File: src/pkg/gain_corr_consts.vh
`ifndef GAIN_CORR_CONSTS_VH
`define GAIN_CORR_CONSTS_VH

// register addresses on the serial register port
`define SEG4X_OFFSET_ADDR   8'h10
`define SEG2X_OFFSET_ADDR   8'h11
// printed address of the third offset; it collides with the second
`define SEG1X_PRINTED_ADDR  8'h11
// decoded address of the third offset, where the collision is resolved
`define SEG1X_OFFSET_ADDR   8'h12
// status: calibration loaded and clip flags
`define CORR_STATUS_ADDR    8'h13

// reset values
`define SEG_OFFSET_RESET    8'h00
`define CORR_STATUS_RESET   8'h00

// status field positions
`define STAT_CAL_LOADED_BIT 0
`define STAT_CLIP_BIT       1

// gain segment codes on the segment select input
`define SEG_CODE_8X         2'h0
`define SEG_CODE_4X         2'h1
`define SEG_CODE_2X         2'h2
`define SEG_CODE_1X         2'h3

// output range of the corrected pixel
`define PIX_MAX             13'h1FFF

`endif
File: src/hdl/gain_segment_offset_corrector.v
`timescale 1ns/1ps
`include "gain_corr_consts.vh"

// Overview of operation
// - a sample from the 8x segment leaves unchanged, no scale, no offset.
// - a 4x sample leaves doubled plus the first offset on 13 bits.
// - the first offset is 8-bit two's complement and used only for 4x.
// - the second offset is 8-bit two's complement and used only for 2x.
// - the third offset is 8-bit two's complement and used only for 1x.
// - when calibration completes, all three offsets load and stay readable.
// - the calibrated offsets keep the transfer continuous across segments.
// - the three offsets reset to zero and are readable and writable.
module gain_segment_offset_corrector
(
  input  wire        sys_clk_i,       // pixel clock, 50 MHz
  input  wire        rst_i,           // synchronous reset, active high
  // converter side, same clock domain
  input  wire [12:0] adc_sample_i,    // raw converter sample
  input  wire [1:0]  seg_sel_i,       // gain segment of the sample
  input  wire        sample_valid_i,  // sample strobe
  // internal calibration
  input  wire        cal_done_i,      // calibration complete pulse
  input  wire [7:0]  cal_seg4x_i,     // found offset for 4x
  input  wire [7:0]  cal_seg2x_i,     // found offset for 2x
  input  wire [7:0]  cal_seg1x_i,     // found offset for 1x
  // register port from the serial interface decoder
  input  wire [7:0]  reg_addr_i,      // register address
  input  wire [7:0]  reg_wdata_i,     // write data
  input  wire        reg_wr_i,        // write strobe
  input  wire        reg_rd_i,        // read strobe
  output reg  [7:0]  reg_rdata_o,     // read data
  output reg         reg_rvalid_o,    // read data valid pulse
  // downstream pixel path
  output reg  [12:0] pix_o,           // corrected pixel
  output reg         pix_valid_o,     // corrected pixel strobe
  output reg         pix_clip_o       // pixel was clamped
);

  localparam NUM_SEG = 3;
  localparam [7:0] STATUS_RST = `CORR_STATUS_RESET;

  wire [8*NUM_SEG-1:0] cal_vals_w;
  wire [8*NUM_SEG-1:0] offs_w;
  wire [7:0]           seg4x_correction;
  wire [7:0]           seg2x_correction;
  wire [7:0]           seg1x_correction;
  wire                 seg4x_correction_bit7;
  wire                 seg2x_correction_bit7;
  wire                 seg1x_correction_bit7;
  wire [12:0]          scaled_w;
  wire                 clip_w;

  reg                  cal_loaded_q;
  reg                  cal_loaded_d;
  reg                  clip_seen_q;
  reg                  clip_seen_d;
  reg  [7:0]           rdata_d;
  reg  [12:0]          pix_d;
  reg                  pix_valid_d;
  reg                  pix_clip_d;

  // calibration results, indexed like the offset registers
  assign cal_vals_w = {cal_seg1x_i, cal_seg2x_i, cal_seg4x_i};

  // one offset register per segment: index 0 is 4x, 1 is 2x, 2 is 1x
  genvar k;
  generate
    for (k = 0; k < NUM_SEG; k = k + 1)
    begin : seg_g
      localparam [7:0] ADDR = (k == 0) ? `SEG4X_OFFSET_ADDR :
                              (k == 1) ? `SEG2X_OFFSET_ADDR :
                                         `SEG1X_OFFSET_ADDR;
      reg [7:0] corr_q;
      reg [7:0] corr_d;

      // calibration load beats a host write landing in the same cycle,
      // so the found value is never lost to a racing write
      always @*
      begin
        corr_d = corr_q;
        if (cal_done_i)
        begin
          corr_d = cal_vals_w[8*k +: 8];
        end
        else if (reg_wr_i && (reg_addr_i == ADDR))
        begin
          // writes are honoured; they discard calibration
          corr_d = reg_wdata_i;
        end
      end

      always @(posedge sys_clk_i)
      begin
        if (rst_i)
        begin
          corr_q <= `SEG_OFFSET_RESET;
        end
        else
        begin
          corr_q <= corr_d;
        end
      end

      assign offs_w[8*k +: 8] = corr_q;
    end
  endgenerate

  assign seg4x_correction      = offs_w[7:0];
  assign seg2x_correction      = offs_w[15:8];
  assign seg1x_correction      = offs_w[23:16];
  assign seg4x_correction_bit7 = seg4x_correction[7];
  assign seg2x_correction_bit7 = seg2x_correction[7];
  assign seg1x_correction_bit7 = seg1x_correction[7];

  // datapath: each segment sees only its own offset, which lines the
  // segments up at their boundaries
  segment_scaler u_scaler
  (
    .sample_i (adc_sample_i),
    .seg_i    (seg_sel_i),
    // sign bits travel on their own nets
    .off4x_i  ({seg4x_correction_bit7, seg4x_correction[6:0]}),
    .off2x_i  ({seg2x_correction_bit7, seg2x_correction[6:0]}),
    .off1x_i  ({seg1x_correction_bit7, seg1x_correction[6:0]}),
    .result_o (scaled_w),
    .clip_o   (clip_w)
  );

  // output stage: one register, so the pixel trails the sample by a cycle;
  // the pixel holds between strobes so downstream may sample it late
  always @*
  begin
    pix_d       = pix_o;
    pix_valid_d = sample_valid_i;
    pix_clip_d  = pix_clip_o;
    if (sample_valid_i)
    begin
      pix_d      = scaled_w;
      pix_clip_d = clip_w;
    end
  end

  always @(posedge sys_clk_i)
  begin
    if (rst_i)
    begin
      pix_o       <= 13'h0000;
      pix_valid_o <= 1'b0;
      pix_clip_o  <= 1'b0;
    end
    else
    begin
      pix_o       <= pix_d;
      pix_valid_o <= pix_valid_d;
      pix_clip_o  <= pix_clip_d;
    end
  end

  // status flags: loaded is set by calibration and stays until reset;
  // clip is sticky and cleared by reading status, with a new clip winning
  always @*
  begin
    cal_loaded_d = cal_loaded_q | cal_done_i;
    clip_seen_d  = clip_seen_q;
    if (reg_rd_i && (reg_addr_i == `CORR_STATUS_ADDR))
    begin
      clip_seen_d = 1'b0;
    end
    if (sample_valid_i && clip_w)
    begin
      clip_seen_d = 1'b1;
    end
  end

  always @(posedge sys_clk_i)
  begin
    if (rst_i)
    begin
      cal_loaded_q <= STATUS_RST[`STAT_CAL_LOADED_BIT];
      clip_seen_q  <= STATUS_RST[`STAT_CLIP_BIT];
    end
    else
    begin
      cal_loaded_q <= cal_loaded_d;
      clip_seen_q  <= clip_seen_d;
    end
  end

  // read mux; unmapped addresses read as zero
  always @*
  begin
    rdata_d = 8'h00;
    case (reg_addr_i)
      `SEG4X_OFFSET_ADDR:
      begin
        rdata_d = seg4x_correction;
      end
      `SEG2X_OFFSET_ADDR:
      begin
        rdata_d = seg2x_correction;
      end
      `SEG1X_OFFSET_ADDR:
      begin
        rdata_d = seg1x_correction;
      end
      `CORR_STATUS_ADDR:
      begin
        rdata_d[`STAT_CAL_LOADED_BIT] = cal_loaded_q;
        rdata_d[`STAT_CLIP_BIT]       = clip_seen_q;
      end
      default:
      begin
        rdata_d = 8'h00;
      end
    endcase
  end

  // read data registered; it holds until the next read
  always @(posedge sys_clk_i)
  begin
    if (rst_i)
    begin
      reg_rdata_o  <= 8'h00;
      reg_rvalid_o <= 1'b0;
    end
    else
    begin
      reg_rvalid_o <= reg_rd_i;
      if (reg_rd_i)
      begin
        reg_rdata_o <= rdata_d;
      end
    end
  end

endmodule

File: src/hdl/segment_scaler.v
`timescale 1ns/1ps
`include "gain_corr_consts.vh"

module segment_scaler
(
  input  wire [12:0] sample_i,   // raw converter sample
  input  wire [1:0]  seg_i,      // gain segment of the sample
  input  wire [7:0]  off4x_i,    // signed offset for the 4x segment
  input  wire [7:0]  off2x_i,    // signed offset for the 2x segment
  input  wire [7:0]  off1x_i,    // signed offset for the 1x segment
  output reg  [12:0] result_o,   // corrected, clamped pixel
  output reg         clip_o      // result was clamped
);

  reg signed [17:0] samp_ext;
  reg signed [17:0] sum;

  // scale and offset per segment; arithmetic is wide so that no sum wraps
  always @*
  begin
    samp_ext = {5'h00, sample_i};
    sum      = samp_ext;
    case (seg_i)
      `SEG_CODE_8X:
      begin
        sum = samp_ext;
      end
      `SEG_CODE_4X:
      begin
        // sample doubled plus the 4x offset, sign extended
        sum = {samp_ext[16:0], 1'b0}
            + {{10{off4x_i[7]}}, off4x_i};
      end
      `SEG_CODE_2X:
      begin
        sum = {samp_ext[15:0], 2'h0}
            + {{9{off2x_i[7]}}, off2x_i, 1'b0};
      end
      `SEG_CODE_1X:
      begin
        sum = {samp_ext[14:0], 3'h0}
            + {{8{off1x_i[7]}}, off1x_i, 2'h0};
      end
      default:
      begin
        sum = samp_ext;
      end
    endcase
    // clamp to the 13-bit range rather than let the pixel wrap round
    if (sum < 18'sh00000)
    begin
      result_o = 13'h0000;
      clip_o   = 1'b1;
    end
    else if (sum > $signed({5'h00, `PIX_MAX}))
    begin
      result_o = `PIX_MAX;
      clip_o   = 1'b1;
    end
    else
    begin
      result_o = sum[12:0];
      clip_o   = 1'b0;
    end
  end

endmodule

File: config.mk
export PLATFORM = sky130hd
export DESIGN_NAME = gain_segment_offset_corrector
export DESIGN_NICKNAME = d
export VERILOG_FILES = /design/src/hdl/gain_segment_offset_corrector.v /design/src/hdl/segment_scaler.v
export VERILOG_INCLUDE_DIRS = /design/src /design/src/pkg
export SDC_FILE = /design/constraint.sdc
export NUM_CORES = 1
export LEC_CHECK = 0
export ABC_AREA = 1
export BUFFER_PORTS_ARGS = -buffer_cell sky130_fd_sc_hd__clkbuf_2
export CAP_MARGIN = 15
export CORE_ASPECT_RATIO = 1.1
export CORE_MARGIN = 2
export CORE_UTILIZATION = 63
export DETAILED_ROUTE_END_ITERATION = 8
export MAX_ROUTING_LAYER = met4
export PLACE_DENSITY = 0.88
export RECOVER_POWER = 100
export SYNTH_ARGS = -nofsm -noshare
export SYNTH_HDL_FRONTEND = slang
export SYNTH_SLANG_ARGS = --single-unit
File: constraint.sdc
create_clock -name sys_clk_i -period 4 [get_ports sys_clk_i]
set_clock_uncertainty 0.05 [all_clocks]
set_input_delay 0.2 -clock sys_clk_i [delete_from_list [all_inputs] [get_ports sys_clk_i]]
set_output_delay 0.2 -clock sys_clk_i [all_outputs]
set_load 0.05 [all_outputs]
## Word level (Yosys, flattened, before mapping)

Index checks and enable logic that the tools add are counted.

| storage, ports and cells | value |
|---|---|
| register bits | 50 |
| input port bits | 61 |
| output and inout bits | 24 |

| cells by class | value |
|---|---|
| $add $sub $neg | 3 |
| magnitude comparators | 2 |
| eq/ne operators | 7 |
| multiplexer cells | 15 |
| bitwise gates (word level) | 1 |
| reductions and logical operators | 10 |

Operator list:

| operator | number |
|---|---|
| 18-bit case mux with 4 select lines | 1 |
| 8-bit 2-to-1 mux | 6 |
| 8-bit by 5-bit equality test with 1-bit output, second input constant | 4 |
| 13-bit 2-to-1 mux | 2 |
| 17-bit by 10-bit adder with 18-bit output | 1 |
| 18-bit by 14-bit greater-than comparator with 1-bit output, second input constant | 1 |
| 18-bit by 1-bit < comparator with 1-bit output, second input constant | 1 |
| 6-bit case mux with 3 select lines | 1 |
| 16-bit by 9-bit adder with 17-bit output | 1 |
| 15-bit by 8-bit adder with 16-bit output | 1 |
| 2-bit case mux with 4 select lines | 1 |
| 2-bit nonzero test | 4 |
| 1-bit logical AND | 5 |
| 2-bit equality test, second input constant | 2 |
| 1-bit 2-to-1 mux | 4 |
| 2-bit by 1-bit equality test with 1-bit output, second input constant | 1 |
| 2-bit logical NOT | 1 |
| 1-bit bitwise OR | 1 |

## Logic depth before layout (Yosys ltp)

| depth | value |
|---|---|
| depth in word-level cells | 7 |
| depth in mapped cells | 20 |

## Cells and area by module

Synthesis repeated with hierarchy kept, for this count alone.

| unflattened totals | value |
|---|---|
| cell total of the unflattened synthesis | 878 |
| area total of the unflattened synthesis | 5,350.1 µm² |

By module, submodules not included:

| module | times used | cells each | area an instance (µm²) | sequential area each (µm²) |
|---|---|---|---|---|
| segment_scaler | 1 | 557 | 2,992.9 | 0.0 |
| gain_segment_offset_corrector | 1 | 321 | 2,357.3 | 1,001.0 |

## Least setup slack after synthesis

No wires, ideal clock.

| timing path | value |
|---|---|
| path type | reg2reg |
| start | reg seg_g[1].corr_q[1], in the netlist seg2x_correction[1] |
| end | reg pix_o[12] |
| library setup time | 0.136 ns |
| arrival time | 2.111 ns |
| required time | 3.814 ns |
| setup slack | 1.703 ns |
| stages on the path, launching flop included | 21 |
| cell sequence | dfxtp_1 > ha_1 > inv_1 > fa_1 > inv_1 > nand3_1 > nand2_2 > nand2_2 > nand2_2 > nand2_1 > nand2_1 > nand2_1 > nand3_2 > nand3_2 > nor2_1 > nand2_1 > nand2_2 > buf_6 > nand2_2 > nand2_2 > a21oi_2 |

| on the way | value |
|---|---|
| cells in the longest elaborated chain, start to end | 5 |

Ends and longest elaborated chain:

| what | RTL line | RTL |
|---|---|---|
| start, declared | gain_segment_offset_corrector.v:73 | `reg [7:0] corr_q;` |
| start signal, assigned | gain_segment_offset_corrector.v:96 | `` corr_q <= `SEG_OFFSET_RESET; `` |
| start signal, assigned | gain_segment_offset_corrector.v:100 | `corr_q <= corr_d;` |
| 16-bit by 9-bit adder with 17-bit output (*) | segment_scaler.v:37 | `+ {{9{off2x_i[7]}}, off2x_i, 1'b0};` |
| 18-bit case mux with 4 select lines (*) | segment_scaler.v:23 | `case (seg_i)` |
| 18-bit by 14-bit greater-than comparator with 1-bit output | segment_scaler.v:55 | `` else if (sum > $signed({5'h00, `PIX_MAX})) `` |
| 13-bit 2-to-1 mux | segment_scaler.v:55 |  |
| 13-bit 2-to-1 mux (*) | segment_scaler.v:50 | `if (sum < 18'sh00000)` |
| end signal, assigned | gain_segment_offset_corrector.v:153 | `pix_o <= pix_d;` |
| end, declared | gain_segment_offset_corrector.v:34 | `output reg [12:0] pix_o,` |

Every way passes the cells marked *; elsewhere a longest branch is shown, timed or not.
A chain may end at the register's enable or synchronous reset.

## Worst setup path after layout

| timing path | value |
|---|---|
| start | reg seg_g[0].corr_q[7], in the netlist seg4x_correction[7] |
| end | reg pix_o[2] |

| on the way | value |
|---|---|
| cells in the longest elaborated chain, start to end | 5 |

Ends and longest elaborated chain:

| what | RTL line | RTL |
|---|---|---|
| start, declared | gain_segment_offset_corrector.v:73 |  |
| start signal, assigned | gain_segment_offset_corrector.v:96 |  |
| start signal, assigned | gain_segment_offset_corrector.v:100 |  |
| 15-bit by 8-bit adder with 16-bit output (*) | segment_scaler.v:32 | `+ {{10{off4x_i[7]}}, off4x_i};` |
| 18-bit case mux with 4 select lines (*) | segment_scaler.v:23 |  |
| 18-bit by 14-bit greater-than comparator with 1-bit output | segment_scaler.v:55 |  |
| 13-bit 2-to-1 mux | segment_scaler.v:55 |  |
| 13-bit 2-to-1 mux (*) | segment_scaler.v:50 |  |

Marked as above.

==> metrics.csv <==
metric,value,unit
Hold Path Stages,3,
CP peak stage delay,0.89,ns
layout cells sized above 1,15.2,%
postcts setup bufs,0,
Tmin final,3.27,ns
Reg2Reg Launch Point,seg4x_correction[7],
Root Buffer,clkbuf_8,
"CTS clk-pin slew, worst paths",0.10,ns
final hold violation count,0,
r2r endpoint,pix_o[2],
CTS max path bufs,2,
Clock Sinks,50,
design internal power,873,uW
layout filler cell count,752,
synth unique cells,46,
# hold bufs at CTS,0,
Yosys reg bits,50,
initial antenna violation count,0,
worst hold path startpoint,cal_seg1x_i[1],
clk_lat worst skew,0.30,ns
vias in the first global route,5716,
Final setup viols,0,
dpl ws,1.13,ns
WS Path Type,reg2reg,
n_diodes,0,
Tightest Pin Transition,1.71,ns
combinational share of power,43.9,%
Final GP Congestion,1.08,
Core Area,7910,sq um
Yosys top cell by area,dfxtp_1,
CP Cell Sequence,"ha_1, nand2_2, inv_2, nand2_1, a21oi_1, nor2_1, nand3_1, nand3_4, nand3_4, nor2_1, nand2_1, a21oi_1",
Reg2Reg Depth,12,
Avg Inst Size Synth,6.05,sq um
CP bufs+invs,1,
Leak,2.89,nW
power share of the clock group,19.3,%
FMAX,306,MHz
sequential group share of total power,36.8,%
htree depth,2,
YS warnings,0,
Max IR drop VDD,0.262,mV
reg2reg setup slack,0.73,ns
Worst path slowest cell,nor2_1,
PD cells,276,nW/um^2
initial DRC count,393,
critical path startpoint category,register,
IO Pins,85,
switching power total,674,uW
Syn Nets,955,
die area,8890,sq um
"Seq/Total Area, Yosys",19.5,%
Post-Layout Cell Count,1031,
sw frac,43.5,%
Final Max Tran Viols,38,
synth-to-layout area growth,9.26,%
largest cells by area after synthesis,"dfxtp_1, nand2_1, ha_1",
Fin Setup TNS,0,ns
placed instance count,1024,
DR pass1 iterations,5,
worst endpoint required time,4.17,ns
grt ovf,0,
Total Wirelength,15900,um
wire length of the first global-routing pass,26200,um
Die X,90.1,um
synthesized instance count,849,
GRT Util Overall,37.0,%
violated checks,"capacitance limit, slew limit",
Synth Cell Area,5130,sq um
RSZ-0062 raised after global routing,no,
row count,34,
status,"finished, violations left",
Die Y-Extent,98.7,um
IO buf count,84,
Slew Limit Headroom,-13.8,%
via/cell ratio,5.79,
largest net degree at the start of global routing,38,
CTS tree,built,
worst min path class,in2reg,
Worst Hold End,seg1x_correction[1],
WP data arrival,3.44,ns
Yosys top cell area share,19.5,%
post-cts resize count,0,
Crit Path Max Fanout,13,
TritonCTS Buffers,5,
post-route setup slack,0.731,ns
DR DRC count,0,
initial core utilization,64.9,%
Final #Nets,1029,
post-route ant nets,0,
maxcap violations,1,
Crit. End Element,register,
Via Count,5968,
Worst path top cell family by delay,simple AND/OR/NAND/NOR gates,
period utilization,81.7,%
routed wire length per instance,15.4,um
Final Util,70.9,%
post-DP HPWL,13000,um
state kept, by name, summed over array words and instances, names as in the netlist, 8 cells and up:
signal	count
seg2x_correction	8
pix_o	13
seg4x_correction	8
reg_rdata_o	8
seg1x_correction	8
cells in the final DEF, fill, tap and decap left out, types with 2 or more instances in the layout:
master | synthesis | layout
fa_1 | 3 | 3
ha_1 | 42 | 42
o22ai_1 | 4 | 4
nand3_4 | 2 | 2
nand2_1 | 257 | 257
nand4_1 | 14 | 14
a21oi_1 | 77 | 84
or2_2 | 5 | 5
clkbuf_1 | 9 | 25
nor3_1 | 5 | 5
nor2_2 | 5 | 4
nor2_1 | 57 | 58
o21ai_1 | 6 | 6
nand3_1 | 54 | 54
dfxtp_1 | 50 | 50
o2111ai_1 | 4 | 4
clkbuf_2 | 0 | 59
nand3_2 | 7 | 7
xnor2_1 | 2 | 2
inv_1 | 99 | 100
nand2_2 | 33 | 33
a31oi_1 | 12 | 12
clkbuf_8 | 0 | 5
clkinv_1 | 3 | 3
o21bai_1 | 2 | 2
inv_2 | 14 | 13
a21oi_2 | 13 | 6
nor2_4 | 2 | 2
nand3b_1 | 4 | 4
o21ai_0 | 40 | 40
and2_1 | 2 | 2
o211ai_1 | 2 | 2
cell usage after synthesis (all sizes together):
master / number
a21o: 1
a21oi: 90
a221oi: 1
a22o: 1
a31oi: 12
and2: 3
and3: 1
buf: 8
clkbuf: 9
clkinv: 3
dfxtp: 50
fa: 3
ha: 42
inv: 113
mux2i: 1
nand2: 290
nand3: 63
nand3b: 4
nand4: 14
nor2: 64
nor3: 6
nor4: 1
o2111ai: 4
o211ai: 2
o21a: 1
o21ai: 46
o21bai: 2
o221ai: 1
o22ai: 4
or2: 6
xnor2: 2
xor2: 1
power groups by stage:
| stage | clock network, mW | registers (mW) | logic [mW] |
|---|---|---|---|
| floorplan | 0 | 0.624 | 0.455 |
| global placement | 0 | 0.577 | 0.659 |
| detailed placement | 0 | 0.578 | 0.676 |
| CTS | 0.296 | 0.567 | 0.679 |
| global route | 0.314 | 0.573 | 0.758 |
| finish | 0.299 | 0.570 | 0.679 |
worst reg2reg max path: cells and delay by family, from the launching register on:
kind / cells / cell delay [ns]
adder cells (fa/ha/maj): 1 / 0.41
AND/OR/NAND/NOR: 8 / 1.78
flip-flops: 1 / 0.66
AO/OA/AOI/OAI: 2 / 0.25
buffers and inverters: 1 / 0.04
metal layers:
metal  track usage (%)  wire (um)
met2              61.4       7250
met3              4.59       1030
met1              42.6       6420
met4              23.7       1170
met5                 -          0
final cells by class:
cell class	instances	area (sq um)	share of cell area (%)
multi-input combinational	666	3570	63.6
sequential	50	1000	17.8
clock buffer	5	68.8	1.23
clock inverter	2	13.8	0.245
inverter	116	435	7.76
tap	108	135	2.41
timing repair buffer	84	389	6.94
logic make-up (layout without fill, tap and decap cells):
| group | Yosys count | after routing | share of synthesized area [%] |
|---|---|---|---|
| simple gates | 452 | 452 | 40.0 |
| compound gates | 165 | 165 | 18.2 |
| buf+inv | 133 | 207 | 10.2 |
| flops | 50 | 50 | 19.5 |
| fa+ha+maj | 45 | 45 | 11.4 |
| xor+xnor | 3 | 3 | 0.512 |
| mux | 1 | 1 | 0.195 |
worst max path at each step:
stage	from	endpoint	slack [ns]	cells past startpoint
after floorplan	seg2x_correction[1]	pix_o[12]	1.70	20
after global placement	seg4x_correction[7]	pix_o[1]	1.20	12
after detailed placement	seg4x_correction[7]	pix_o[2]	1.13	12
after CTS	seg4x_correction[7]	pix_o[2]	1.10	12
after global routing	seg4x_correction[7]	pix_o[2]	0.44	12
final	seg4x_correction[7]	pix_o[2]	0.73	12
through the flow:
step                      power (mW)  hold slack, ns  area, sq um
after floorplan                 1.08           0.313         5130
after global placement          1.24           0.405         5600
after detailed placement        1.25           0.411         5600
after CTS                       1.54          0.0857         5690
after global routing            1.65          0.0828         5610
final                           1.55          0.0879         5610
(Power assumes the default switching activity.)
